<file path="src/inc/tap_timing_pkg.sv">
// Shared constants, types and step functions for the tap timing block.
package tap_timing_pkg;

    // ========================================================================
    // Register map
    localparam logic [7:0] ADDR_TAP_SOURCE = 8'h22;
    localparam logic [7:0] ADDR_DURATION = 8'h26;
    localparam logic [7:0] ADDR_QUIET = 8'h27;
    localparam logic [7:0] ADDR_GAP = 8'h28;
    localparam logic [7:0] LIMIT_RESET = 8'h00;
    localparam logic [7:0] SOURCE_RESET = 8'h00;
    localparam logic [7:0] UNMAPPED_READ = 8'h00;
    localparam int SRC_ACTIVE_BIT = 7;
    localparam int SRC_AXIS_LSB = 4;
    localparam int SRC_DOUBLE_BIT = 3;
    localparam int SRC_POL_LSB = 0;

    // ========================================================================
    // Oversampling modes
    localparam logic [1:0] MODE_NORMAL = 2'h0;
    localparam logic [1:0] MODE_LOW_NOISE = 2'h1;
    localparam logic [1:0] MODE_HIGH_RES = 2'h2;
    localparam logic [1:0] MODE_LOWPOWER = 2'h3;

    // ========================================================================
    // Timing: every step is a power of two times one base unit.
    localparam real STEP_UNIT_MS = 0.625;
    localparam real CLK_PERIOD_NS = 8.0;
    localparam int UNIT_CYCLES = int'(STEP_UNIT_MS * 1.0E6 / CLK_PERIOD_NS);
    localparam int UNIT_W = 17;
    localparam int STEP_W = 9;
    localparam int EXP_W = 4;
    localparam logic [7:0] LIMIT_MAX = 8'hFF;

    // Step caps as exponents of the base unit, filter on and off.
    localparam logic [3:0] CAP_ON_NORMAL = 4'h5;
    localparam logic [3:0] CAP_ON_LOW_NOISE = 4'h7;
    localparam logic [3:0] CAP_ON_HIGH_RES = 4'h2;
    localparam logic [3:0] CAP_ON_LOWPOWER = 4'h8;
    localparam logic [3:0] CAP_OFF_NORMAL = 4'h3;
    localparam logic [3:0] CAP_OFF_LOW_NOISE = 4'h5;
    localparam logic [3:0] CAP_OFF_HIGH_RES = 4'h0;
    localparam logic [3:0] CAP_OFF_LOWPOWER = 4'h6;

    typedef enum logic [2:0] {
        ST_IDLE = 3'h0,
        ST_FIRST = 3'h1,
        ST_QUIET = 3'h3,
        ST_GAP = 3'h2,
        ST_SECOND = 3'h6
    } tap_state_e;

    // ========================================================================
    // Functions
    // Rate period as a power of two of 1.25 ms.
    function automatic logic [3:0] rate_exp(input logic [2:0] rate);
        case (rate)
            3'h0: return 4'h0;
            3'h1: return 4'h1;
            3'h2: return 4'h2;
            3'h3: return 4'h3;
            3'h4: return 4'h4;
            3'h5: return 4'h6;
            3'h6: return 4'h7;
            default: return 4'h9;
        endcase
    endfunction

    // Duration step exponent; quiet and gap steps are one higher.
    function automatic logic [3:0] duration_step_exp(input logic [2:0] rate,
        input logic [1:0] mode, input logic filt);
        logic [3:0] e;
        logic [3:0] raw;
        logic [3:0] cap;
        e = rate_exp(rate);
        if (filt) begin
            raw = e + 4'h1;
            case (mode)
                MODE_NORMAL: cap = CAP_ON_NORMAL;
                MODE_LOW_NOISE: cap = CAP_ON_LOW_NOISE;
                MODE_HIGH_RES: cap = CAP_ON_HIGH_RES;
                default: cap = CAP_ON_LOWPOWER;
            endcase
        end else begin
            if (mode == MODE_LOWPOWER) begin
                raw = e;
            end else begin
                raw = (e == 4'h0) ? 4'h0 : e - 4'h1;
            end
            case (mode)
                MODE_NORMAL: cap = CAP_OFF_NORMAL;
                MODE_LOW_NOISE: cap = CAP_OFF_LOW_NOISE;
                MODE_HIGH_RES: cap = CAP_OFF_HIGH_RES;
                default: cap = CAP_OFF_LOWPOWER;
            endcase
        end
        return (raw > cap) ? cap : raw;
    endfunction

    function automatic logic [STEP_W-1:0] step_mask(input logic [3:0] ex);
        logic [STEP_W:0] one;
        one = {{STEP_W{1'b0}}, 1'b1} << ex;
        return STEP_W'(one - {{STEP_W{1'b0}}, 1'b1});
    endfunction

    function automatic logic [7:0] mag8(input logic [7:0] a);
        return a[7] ? 8'(~a + 8'h01) : a;
    endfunction

endpackage

</file>
<file path="src/inc/step_tick_if.sv">
// Link between the interval logic and one step tick generator.
`timescale 1ns/10ps
interface step_tick_if;
    logic clear;
    logic [3:0] exp;
    logic tick;
    modport ctl (output clear, output exp, input tick);
    modport gen (input clear, input exp, output tick);
endinterface

</file>
<file path="src/design/tap_step_ticker.sv">
// Step tick generator: one tick per 2**exp base units, restartable.
`timescale 1ns/10ps
module tap_step_ticker
    import tap_timing_pkg::*;
#(
    parameter int UNIT_COUNT = UNIT_CYCLES
) (
    input wire logic core_clk_in,
    input wire logic reset_in,
    step_tick_if.gen tk
);

    typedef struct packed {
        logic [UNIT_W-1:0] unit_cnt;
        logic [STEP_W-1:0] step_cnt;
        logic tick;
    } ticker_s;

    ticker_s s_q;
    ticker_s s_d;

    // ========================================================================
    // Next state
    // Clearing restarts the phase so an interval counts whole steps only.
    always_comb begin
        s_d = s_q;
        s_d.tick = 1'b0;
        if (tk.clear) begin
            s_d.unit_cnt = '0;
            s_d.step_cnt = '0;
        end else if (s_q.unit_cnt == UNIT_W'(UNIT_COUNT - 1)) begin
            s_d.unit_cnt = '0;
            if (s_q.step_cnt == step_mask(tk.exp)) begin
                s_d.step_cnt = '0;
                s_d.tick = 1'b1;
            end else begin
                s_d.step_cnt = s_q.step_cnt + 1'b1;
            end
        end else begin
            s_d.unit_cnt = s_q.unit_cnt + 1'b1;
        end
    end

    always_ff @(posedge core_clk_in or posedge reset_in) begin
        if (reset_in) begin
            s_q <= '0;
        end else begin
            s_q <= s_d;
        end
    end

    assign tk.tick = s_q.tick;

endmodule

</file>
<file path="src/design/tap_pulse_timing.sv">
// Tap pulse timing: duration limit, quiet interval and second-tap window.
//
// Function
// An 8-bit duration limit, reset zero, bounds a pulse over threshold.
// The longest duration limit is 255 duration steps.
// The step is chosen from sample rate, oversampling mode and filter.
// Filter on: duration step 1.25 ms at 800 Hz, caps 20/80/2.5/160 ms.
// Filter off: duration step 0.625 ms at 800 Hz, caps 5/20/0.625/40 ms.
// An 8-bit quiet interval, reset zero, follows a pulse and ignores pulses.
// Software must program the quiet interval for single and double tap.
// The quiet step follows rate, mode and filter and spans 255 steps.
// Filter on: quiet step 2.5 ms at 800 Hz, caps 40/160/5/320 ms.
// Filter off: quiet step 1.25 ms at 800 Hz, caps 10/40/1.25/80 ms.
// With double tap on, a second pulse must start within the gap window.
// The second pulse must beat the duration limit but may outlast the gap.
// The gap window uses the quiet step scheme and spans 255 steps.
// Each axis is compared to a 7-bit threshold and crossing starts timing.
// Reading the tap source register clears all flags and the event.
// With the latch enabled, status bits freeze once the event flag is set.
// Each interval counts whole steps and expires when it meets its limit.
`timescale 1ns/10ps
module tap_pulse_timing
    import tap_timing_pkg::*;
#(
    parameter int UNIT_COUNT = UNIT_CYCLES
) (
    input wire logic core_clk_in,
    input wire logic reset_in,
    input wire logic [7:0] reg_addr_in,
    input wire logic reg_wr_in,
    input wire logic reg_rd_in,
    input wire logic [7:0] reg_wdata_in,
    output logic [7:0] reg_rdata_out,
    input wire logic sample_valid_in,
    input wire logic [7:0] accel_x_in,
    input wire logic [7:0] accel_y_in,
    input wire logic [7:0] accel_z_in,
    input wire logic [6:0] x_tap_threshold_in,
    input wire logic [6:0] y_tap_threshold_in,
    input wire logic [6:0] z_tap_threshold_in,
    input wire logic [2:0] output_sample_rate_in,
    input wire logic [1:0] oversample_mode_in,
    input wire logic tap_filter_enable_in,
    input wire logic event_latch_enable_in,
    input wire logic single_tap_enable_in,
    input wire logic double_tap_enable_in,
    output logic tap_event_pending_out
);

    typedef struct packed {
        tap_state_e st;
        logic [7:0] tl_cnt;
        logic [7:0] qw_cnt;
        logic [7:0] dur_lim;
        logic [7:0] quiet_lim;
        logic [7:0] gap_lim;
        logic [7:0] src;
        logic [7:0] rdata;
        logic [2:0] above;
        logic [2:0] neg;
        logic [2:0] ax_cap;
        logic [2:0] pol_cap;
        logic over_prev;
        logic dbl_done;
    } core_s;

    core_s s_q;
    core_s s_d;
    logic tl_clr;
    logic qw_clr;
    logic rep_single;
    logic rep_double;
    logic over;
    logic rise;
    logic src_rd;
    logic [3:0] dur_exp;

    step_tick_if tl_if ();
    step_tick_if qw_if ();

    tap_step_ticker #(.UNIT_COUNT(UNIT_COUNT)) u_tl_ticker (
        .core_clk_in(core_clk_in),
        .reset_in(reset_in),
        .tk(tl_if.gen)
    );

    tap_step_ticker #(.UNIT_COUNT(UNIT_COUNT)) u_qw_ticker (
        .core_clk_in(core_clk_in),
        .reset_in(reset_in),
        .tk(qw_if.gen)
    );

    // ========================================================================
    // Step selection
    assign dur_exp = duration_step_exp(output_sample_rate_in,
        oversample_mode_in, tap_filter_enable_in);
    assign tl_if.exp = dur_exp;
    assign qw_if.exp = dur_exp + 4'h1;
    assign tl_if.clear = tl_clr;
    assign qw_if.clear = qw_clr;

    assign over = |s_q.above;
    assign rise = over && !s_q.over_prev;
    assign src_rd = reg_rd_in && (reg_addr_in == ADDR_TAP_SOURCE);

    // ========================================================================
    // Next state
    always_comb begin
        s_d = s_q;
        tl_clr = 1'b0;
        qw_clr = 1'b0;
        rep_single = 1'b0;
        rep_double = 1'b0;
        s_d.over_prev = over;
        if (sample_valid_in) begin
            s_d.above[0] = mag8(accel_x_in) > 8'(x_tap_threshold_in);
            s_d.above[1] = mag8(accel_y_in) > {1'b0, y_tap_threshold_in};
            s_d.above[2] = mag8(accel_z_in) > {1'b0, z_tap_threshold_in};
            s_d.neg = {accel_z_in[7], accel_y_in[7], accel_x_in[7]};
        end
        case (s_q.st)
            ST_IDLE: begin
                if (rise) begin
                    s_d.st = ST_FIRST;
                    tl_clr = 1'b1;
                    s_d.tl_cnt = 8'h00;
                    s_d.dbl_done = 1'b0;
                    s_d.ax_cap = s_q.above;
                    s_d.pol_cap = s_q.neg & s_q.above;
                end
            end
            ST_FIRST, ST_SECOND: begin
                // A pulse still over threshold at the limit is discarded.
                if (s_q.tl_cnt == s_q.dur_lim) begin
                    s_d.st = ST_IDLE;
                end else if (!over) begin
                    rep_single = (s_q.st == ST_FIRST) && single_tap_enable_in;
                    rep_double = (s_q.st == ST_SECOND);
                    s_d.dbl_done = (s_q.st == ST_SECOND);
                    s_d.st = ST_QUIET;
                    qw_clr = 1'b1;
                    s_d.qw_cnt = 8'h00;
                end else if (tl_if.tick) begin
                    s_d.tl_cnt = s_q.tl_cnt + 8'h01;
                end
            end
            ST_QUIET: begin
                // Pulses seen here are ignored.
                if (s_q.qw_cnt == s_q.quiet_lim) begin
                    if (double_tap_enable_in && !s_q.dbl_done) begin
                        s_d.st = ST_GAP;
                        qw_clr = 1'b1;
                        s_d.qw_cnt = 8'h00;
                    end else begin
                        s_d.st = ST_IDLE;
                    end
                end else if (qw_if.tick) begin
                    s_d.qw_cnt = s_q.qw_cnt + 8'h01;
                end
            end
            ST_GAP: begin
                if (s_q.qw_cnt == s_q.gap_lim) begin
                    s_d.st = ST_IDLE;
                end else if (rise) begin
                    s_d.st = ST_SECOND;
                    tl_clr = 1'b1;
                    s_d.tl_cnt = 8'h00;
                    s_d.ax_cap = s_q.above;
                    s_d.pol_cap = s_q.neg & s_q.above;
                end else if (qw_if.tick) begin
                    s_d.qw_cnt = s_q.qw_cnt + 8'h01;
                end
            end
            default: begin
                s_d.st = ST_IDLE;
            end
        endcase

        // A read clears the source, but an event in the same cycle wins.
        if (src_rd) begin
            s_d.src = SOURCE_RESET;
        end
        if (rep_single || rep_double) begin
            s_d.src[SRC_ACTIVE_BIT] = 1'b1;
            if (!(s_q.src[SRC_ACTIVE_BIT] && event_latch_enable_in
                && !src_rd)) begin
                s_d.src[SRC_AXIS_LSB +: 3] = s_q.ax_cap;
                s_d.src[SRC_DOUBLE_BIT] = rep_double;
                s_d.src[SRC_POL_LSB +: 3] = s_q.pol_cap;
            end
        end

        if (reg_wr_in) begin
            case (reg_addr_in)
                ADDR_DURATION: s_d.dur_lim = reg_wdata_in;
                ADDR_QUIET: s_d.quiet_lim = reg_wdata_in;
                ADDR_GAP: s_d.gap_lim = reg_wdata_in;
                default: s_d.dur_lim = s_q.dur_lim;
            endcase
        end
        if (reg_rd_in) begin
            case (reg_addr_in)
                ADDR_TAP_SOURCE: s_d.rdata = s_q.src;
                ADDR_DURATION: s_d.rdata = s_q.dur_lim;
                ADDR_QUIET: s_d.rdata = s_q.quiet_lim;
                ADDR_GAP: s_d.rdata = s_q.gap_lim;
                default: s_d.rdata = UNMAPPED_READ;
            endcase
        end
    end

    always_ff @(posedge core_clk_in or posedge reset_in) begin
        if (reset_in) begin
            s_q <= '0;
            s_q.st <= ST_IDLE;
            s_q.dur_lim <= LIMIT_RESET;
            s_q.quiet_lim <= LIMIT_RESET;
            s_q.gap_lim <= LIMIT_RESET;
            s_q.src <= SOURCE_RESET;
        end else begin
            s_q <= s_d;
        end
    end

    assign reg_rdata_out = s_q.rdata;
    assign tap_event_pending_out = s_q.src[SRC_ACTIVE_BIT];
endmodule

</file>
<file path="config.mk">
export PLATFORM = sky130hd
export DESIGN_NAME = tap_pulse_timing
export DESIGN_NICKNAME = d
export VERILOG_FILES = /design/src/inc/tap_timing_pkg.sv /design/src/inc/step_tick_if.sv /design/src/design/tap_step_ticker.sv /design/src/design/tap_pulse_timing.sv
export SDC_FILE = /design/constraint.sdc
export NUM_CORES = 1
export LEC_CHECK = 0
export BUFFER_PORTS_ARGS = -buffer_cell sky130_fd_sc_hd__buf_2
export CORE_MARGIN = 4
export CORE_UTILIZATION = 40
export DETAILED_ROUTE_END_ITERATION = 6
export HOLD_SLACK_MARGIN = 0.05
export PLACE_DENSITY = 0.64
export SETUP_SLACK_MARGIN = 0.2
export SLEW_MARGIN = 20
export SYNTH_ARGS = -nofsm -noshare
export SYNTH_HDL_FRONTEND = slang
export SYNTH_SLANG_ARGS = --single-unit
</file>
<file path="constraint.sdc">
create_clock -name core_clk_in -period 3.5 [get_ports core_clk_in]
set_input_delay 0.175 -clock core_clk_in [delete_from_list [all_inputs] [get_ports core_clk_in]]
set_output_delay 0.175 -clock core_clk_in [all_outputs]
set_load 0.05 [all_outputs]
</file>
==> flow_summary.toml, run 1 <==
[outcome]
status = "finished, violations left"
violations = "setup timing"

[pwr]
leakage_nw = 5.182
ir_drop_v = 0.0003207
power_density_nw_per_um2 = 512.7
p_total_mw = 5.653

[sta]
worstMarginPinSlew_ns = 1.065
drv_slew = 0
rsz0062_at_grt = "yes"
finalCritPeriodShare = 1.269
setup_violations = 20
max-slew-margin-rel = 0.2887
fmax_mhz = 225.2
period_minus_slack_ns = 4.440
fin_skew_ns = 0.01007
hold_viol_final = 0
fin_hold_ws_ns = 0.06321
setup_slack_ns = -0.9404

[setup_path]
cp_data_required_time_ns = 3.80
path_max_fanout = 5
cp-end-kind = "flop"
critical_path_arrival_ns = 4.74
reg2reg_depth = 5
startpoint_type = "primary input"
path_class = "primary input to flop"

[drt]
detail-route-antenna-nets = 0
drt-total-wl_mm = 20.05
vias_per_cell = 5.248
drt_iter0_drc = 490
vias = 7410
remaining_drc_errors = 0
first_pass_iters = 7
wire_per_inst_um = 14.20

[grt]
grt_max_degree = 128
met3_usage = 0.03644
grt_pass1_vias = 7243
busiest_layer = "met2"
use_met2 = 0.2738
grt_pass1_wl_mm = 34.63
antenna_found_initial = 0
grt.overflow.total = 0
grtUsageMet1 = 0.2366
grt.total_usage = 0.1701

[logic_synthesis]
async_reset_ff_frac = 1.000
synth_nets = 1088
yosysWarnings = 0
ys_seq_elements = 127
syn_avg_cell_area_um2 = 8.984
synthCells = 966
yosysMostFrequentCell = "dfrtp_1"
ys_top_cells_by_count = "dfrtp_1 (127), nor2_1 (94), nand2_1 (88)"
yosysSeqAreaShare = 0.3662
syn_area_um2 = 8678
ys_top_cells_by_area = "dfrtp_1 (37%), ha_1 (6.8%), xnor2_1 (6.5%)"
ys_types = 71
ys.flop_type = "dfrtp_1"
synth.top_cell.area_share = 0.3662
synth_edf_count = 0
yosys.area.top_type = "dfrtp_1"

[place]
gp_congestion = 0.8476
dpl_cell_area_um2 = 10000
io_buffers = 83
hpwl_mm = 14.74

[clock_network]
htreeDepth = 4
clock_latency_ns = 0.42
cts-root-buf = "clkbuf_16"
cts.clk_slew.worst_paths_ns = 0.06
cts_sinks = 127
tritoncts = "yes"
cts.path.max_buffers = 2
cts_buffers = 17

[floorplanning]
ios = 84
die_w_um = 155.3
initial_core_util = 0.4102
core-area_um2 = 21150
die_h_um = 155.3
rows = 53
die_area_um2 = 24120

[finish]
postLayoutCellArea_um2 = 11020
area_growth_pct = 27.03
layout-drive-gt1-share = 0.2700
fillers = 1917
fin_nets = 1246
final_util = 0.5211
antenna_cells = 0

[flow_run]
maxCapViolCount = 0

[min_path]
hold_path_class = "primary input to flop"
holdPathStages = 3
-- through the flow --
stage / setup slack, ns / setup TNS, ns / cells
2_1_floorplan: -1.466 / -26.01 / 966
3_3_place_gp: -1.507 / -28.35 / 1359
3_5_place_dp: -1.652 / -31.45 / 1359
4_1_cts: -0.9335 / -17.43 / 1409
5_1_grt: -1.183 / -21.79 / 1412
6_report: -0.9404 / -17.22 / 1412
-- final timing paths --
path	start	endpoint	slack, ns
hold / removal	accel_x_in[6]	s_q[11]	0.06
hold reg to reg	reg_rdata_out[3]	reg_rdata_out[3]	0.48
setup / recovery	output_sample_rate_in[2]	u_qw_ticker.s_q[1]	-0.94
setup reg to reg	u_tl_ticker.s_q[19]	u_tl_ticker.s_q[8]	0.80
max in group asynchronous	reset_in	s_q[70]	2.46
min in group asynchronous	reset_in	u_tl_ticker.s_q[2]	0.44
-- per-layer routing --
metal / share of wire / routed length (µm) / vias up
met5: 0 / 0 / -
met4: 0.010 / 205 / 0
met3: 0.038 / 759 / 17
met2: 0.48 / 9704 / 116
met1: 0.47 / 9383 / 3570
li1: - / - / 3707
-- logic make-up after synthesis --
kind of cell	count (synthesis)	synth area share
AOI/OAI and AO/OA	170	0.1370
and+or+nand+nor	365	0.2095
muxes	46	0.06027
xor gates and xnor gates	108	0.1106
DFF	127	0.3662
buffers and inverters	103	0.04873
adders and majority gates	47	0.06776
-- placed cells by master, fill, tap and decap left out, drive strengths merged, types with 13 or more instances in the layout --
cell type / synthesis / final
nor3: 18 / 18
ha: 47 / 47
mux2: 37 / 37
nor2: 94 / 94
nand2b: 15 / 15
nand3: 42 / 42
and3: 18 / 18
inv: 57 / 56
dfrtp: 127 / 127
nand4: 19 / 19
a21o: 13 / 13
clkbuf: 31 / 23
nand2: 88 / 88
xor2: 43 / 43
buf: 14 / 173
o21ai: 42 / 42
a21oi: 28 / 28
nor2b: 16 / 16
xnor2: 64 / 64
-- critical path, cell delays in order --
cell       delay (ns)
buf_12           0.11
mux2i_4          0.20
buf_12           0.14
ha_4             0.18
a2111oi_4        0.37
a221oi_2         0.07
ha_1             0.30
nor2b_1          0.14
o211ai_1         0.22
a21oi_2          0.09
buf_6            0.14
mux2_4           0.33
nand2_4          0.09
inv_4            0.05
ha_4             0.17
o21ai_4          0.07
nor4_4           0.06
a21oi_4          0.16
ha_4             0.15
a21bo_4          0.22
or4b_4           0.50
a2111oi_4        0.38
a21oi_2          0.15
mux2_4           0.28
-- sequential cells by signal, summed over array words and instances (netlist names) --
name / count
s_q: 64
reg_rdata_out: 8
u_tl_ticker.tk.tick: 1
u_qw_ticker.s_q: 26
tap_event_pending_out: 1
u_qw_ticker.tk.tick: 1
u_tl_ticker.s_q: 26
-- power by group --
part,switching [mW],internal (mW),total (mW)
Combinational,1.03,0.995,2.02
Clock,0.633,1.10,1.73
Sequential,0.233,1.66,1.90
Total,1.89,3.76,5.65
-- what timing repair did --
action / 4_1_cts / 5_1_grt
pin swaps: 15 / 13
gates cloned: 1 / 0
hold buffers: 9 / 0
hold endpoints to repair: 149 / 0
buffers inserted: 8 / 3
setup endpoints to repair: 20 / 20
resized for setup: 35 / 23
-- layout make-up --
class | instances | area [µm²] | share of cell area
Multi-Input combinational cell | 737 | 5445 | 0.4939
Sequential cell | 127 | 3178 | 0.2883
Timing Repair Buffer | 183 | 1245 | 0.1129
Clock buffer | 22 | 474.2 | 0.04301
Tap cell | 275 | 344.1 | 0.03121
Inverter | 58 | 226.5 | 0.02054
Clock inverter | 10 | 111.4 | 0.01010
(Power assumes the default switching activity.)
==> run 2, diff against run 1 <==
--- a/config.mk
+++ b/config.mk
@@ -11,8 +11,10 @@
 export DETAILED_ROUTE_END_ITERATION = 6
 export HOLD_SLACK_MARGIN = 0.05
 export PLACE_DENSITY = 0.64
+export RECOVER_POWER = 50
 export SETUP_SLACK_MARGIN = 0.2
 export SLEW_MARGIN = 20
 export SYNTH_ARGS = -nofsm -noshare
 export SYNTH_HDL_FRONTEND = slang
+export SYNTH_HIERARCHICAL = 1
 export SYNTH_SLANG_ARGS = --single-unit
==> run 2 against run 1 <==
  * The flow finishes with violations (capacitance limit, slew limit, setup timing)
  * Power increased by 15%
  * Die area increased by 0.41%
  * Clock power increased by 14%
  * Global-route usage decreased by 0.20 points
  * Critical path depth unchanged
  * Count of clock-buffer cells in the layout decreased by 3
  * Synthesized cell count increased by 0.93%
  * First-iteration DRC count decreased by 22%
  * Critical endpoint is now u_qw_ticker/s_q[8]
==> flow_summary.toml, run 2 <==
[outcome]
status = "finished, violations left"
violations = "capacitance limit, slew limit, setup timing"

[setup_path]
startpoint_type = "primary input"
cp-end-kind = "flop"
crit_chain = "buf_6 -> mux2_4 -> inv_2 -> ha_4 -> mux2i_1 -> nor2_1 -> a21oi_1 -> o21ai_1 -> ha_1 -> nor2b_4 -> o211ai_1 -> a21oi_4 -> mux2i_2 -> inv_2 -> ha_4 -> xnor2_4 -> or4_4 -> ha_4 -> nor4b_2 -> o211a_1 -> a311oi_2 -> or3b_4 -> nor2_2 -> o31ai_1"
cp_common_cell = "ha_4"
cpLargestDelayFamily = "simple AND/OR/NAND/NOR gates"
slowest_stage = "or3b_4"
path_class = "primary input to flop"
path_max_fanout = 7
cp_data_required_time_ns = 3.80
slowest_delay_ns = 0.46
path_buf_inv = 3
critical_path_arrival_ns = 4.76

[pwr]
p_seq_frac = 0.306
ir_drop_v = 0.0003719
p_int_mw = 4.194
p_total_mw = 6.494
leakage_nw = 4.839
combPwrFrac = 0.390
power_density_nw_per_um2 = 600.4
clkPwrFrac = 0.303
p_sw_mw = 2.301
swShare = 0.3543

[clock_network]
cts.clk_slew.worst_paths_ns = 0.06
htreeDepth = 4
cts_sinks = 127
cts-root-buf = "clkbuf_16"
clock_latency_ns = 0.42
tritoncts = "yes"
cts.path.max_buffers = 2
cts_buffers = 17

[drt]
drt-total-wl_mm = 19.90
vias = 7469
detail-route-antenna-nets = 0
drt_iter0_drc = 381
first_pass_iters = 7
wire_per_inst_um = 14.29
remaining_drc_errors = 0
vias_per_cell = 5.362

[logic_synthesis]
yosysSeqAreaShare = 0.3646
ys_types = 81
synth_edf_count = 0
ys_top_cells_by_count = "dfrtp_1 (127), nand2_1 (86), inv_1 (75)"
syn_area_um2 = 8716
ys.flop_type = "dfrtp_1"
yosysWarnings = 6
synth.top_cell.area_share = 0.3646
ys_top_cells_by_area = "dfrtp_1 (36%), ha_1 (6.3%), xnor2_1 (6.1%)"
synthCells = 975
async_reset_ff_frac = 1.000
synth_nets = 1094
yosysMostFrequentCell = "dfrtp_1"
yosys.area.top_type = "dfrtp_1"
syn_avg_cell_area_um2 = 8.939
ys_seq_elements = 127

[flow_run]
maxCapViolCount = 1

[finish]
layout-drive-gt1-share = 0.2540
antenna_cells = 0
seqCellArea_um2 = 3178
multiInputGateArea_um2 = 5335
top_regs = "s_q x64, u_qw_ticker/s_q x26, u_tl_ticker/s_q x26"
regMostFlops = "s_q"
largest_register_ffs = 64
area_growth_pct = 24.10
final_cell_mix = "dfrtp_1 (127), nand2_1 (85), buf_2 (80)"
fillers = 1966
finalNonFillerCells = 1393
layout_commonest_cell = "dfrtp_1"
fin_nets = 1224

[sta]
fin_hold_ws_ns = 0.05642
rsz0062_at_grt = "yes"
fmax_mhz = 224.4
setup_violations = 20
worstMarginPinSlew_ns = 2.275
drv_slew = 43
fin_skew_ns = 0.01157
max-slew-margin-rel = -0.5164
finalCritPeriodShare = 1.273
setup_slack_ns = -0.9566
hold_viol_final = 0
period_minus_slack_ns = 4.457

[grt]
antenna_found_initial = 0
grt.overflow.total = 0
grt_max_degree = 43
grt.total_usage = 0.1682
grt_pass1_wl_mm = 34.25
grt_pass1_vias = 7247

[place]
gp_congestion = 0.8152
io_buffers = 83
dpl.cell_count = 1339
hpwl_mm = 14.52

[floorplanning]
die_area_um2 = 24220
die_h_um = 155.6
initial_core_util = 0.4107
core-area_um2 = 21220
ios = 84
die_w_um = 155.6
rows = 53

[min_path]
hold_path_class = "primary input to flop"
-- run 2: cell type report --
type                            instances  share of cell area
Clock inverter                         13             0.01943
Sequential cell                       127              0.2938
Inverter                               76             0.02637
Timing Repair Buffer                  157             0.09346
Clock buffer                           19             0.04187
Multi-Input combinational cell        726              0.4932
Tap cell                              275             0.03181
-- run 2: power groups by stage --
stage | Sequential [mW] | Clock (mW) | Combinational, mW
after floorplan | 1.95 | 0 | 1.75
after global placement | 2.01 | 0 | 2.28
after detailed placement | 2.01 | 0 | 2.33
after CTS | 1.99 | 1.99 | 2.44
after global routing | 2.03 | 2.08 | 2.81
final | 1.99 | 1.97 | 2.53
-- run 2: cell families after synthesis --
family / count (synthesis) / synth area share
simple gates: 355 / 0.2183
compound gates: 206 / 0.1635
flops: 127 / 0.3646
buf+inv: 122 / 0.05886
xor+xnor: 82 / 0.08240
fa+ha+maj: 44 / 0.06316
mux: 39 / 0.04910
-- run 2: what timing repair did --
item,4_1_cts,5_1_grt
hold buffers,7,1
pin swaps,16,8
setup endpoints to repair,20,20
setup buffers,10,4
resized for setup,16,16
gates cloned,0,0
endpoints found under the hold margin,49,1
-- run 2: final timing paths --
check | slack, ns | to | depth (start not counted) | from
hold / removal | 0.06 | s_q[34] | 2 | reg_wdata_in[4]
setup reg to reg | 0.11 | u_qw_ticker/s_q[14] | 8 | s_q[11]
setup / recovery | -0.96 | u_qw_ticker/s_q[8] | 24 | output_sample_rate_in[2]
min in group asynchronous | 0.36 | s_q[55] | 3 | reset_in
hold reg to reg | 0.50 | s_q[2] | 2 | s_q[8]
max in group asynchronous | 0.68 | reg_rdata_out[4] | 4 | reset_in
-- run 2: per-layer routing --
layer	GRT usage	wire, µm	vias to the layer above
li1	-	-	3725
met2	0.2746	9721	120
met5	0	0	-
met4	0.05294	261	0
met1	0.2280	9266	3601
met3	0.03051	653	23
-- run 2: metrics by stage --
stage / area (µm²) / setup slack [ns] / setup TNS (ns) / utilization
after floorplan: 8899 / -1.147 / -20.20 / -
after global placement: 9812 / -1.427 / -26.60 / 0.4624
after detailed placement: 9812 / -1.581 / -29.32 / 0.4624
after CTS: 10700 / -0.8895 / -16.11 / 0.5043
after global routing: 10820 / -1.137 / -24.47 / 0.5097
final: 10820 / -0.9566 / -16.98 / 0.5097
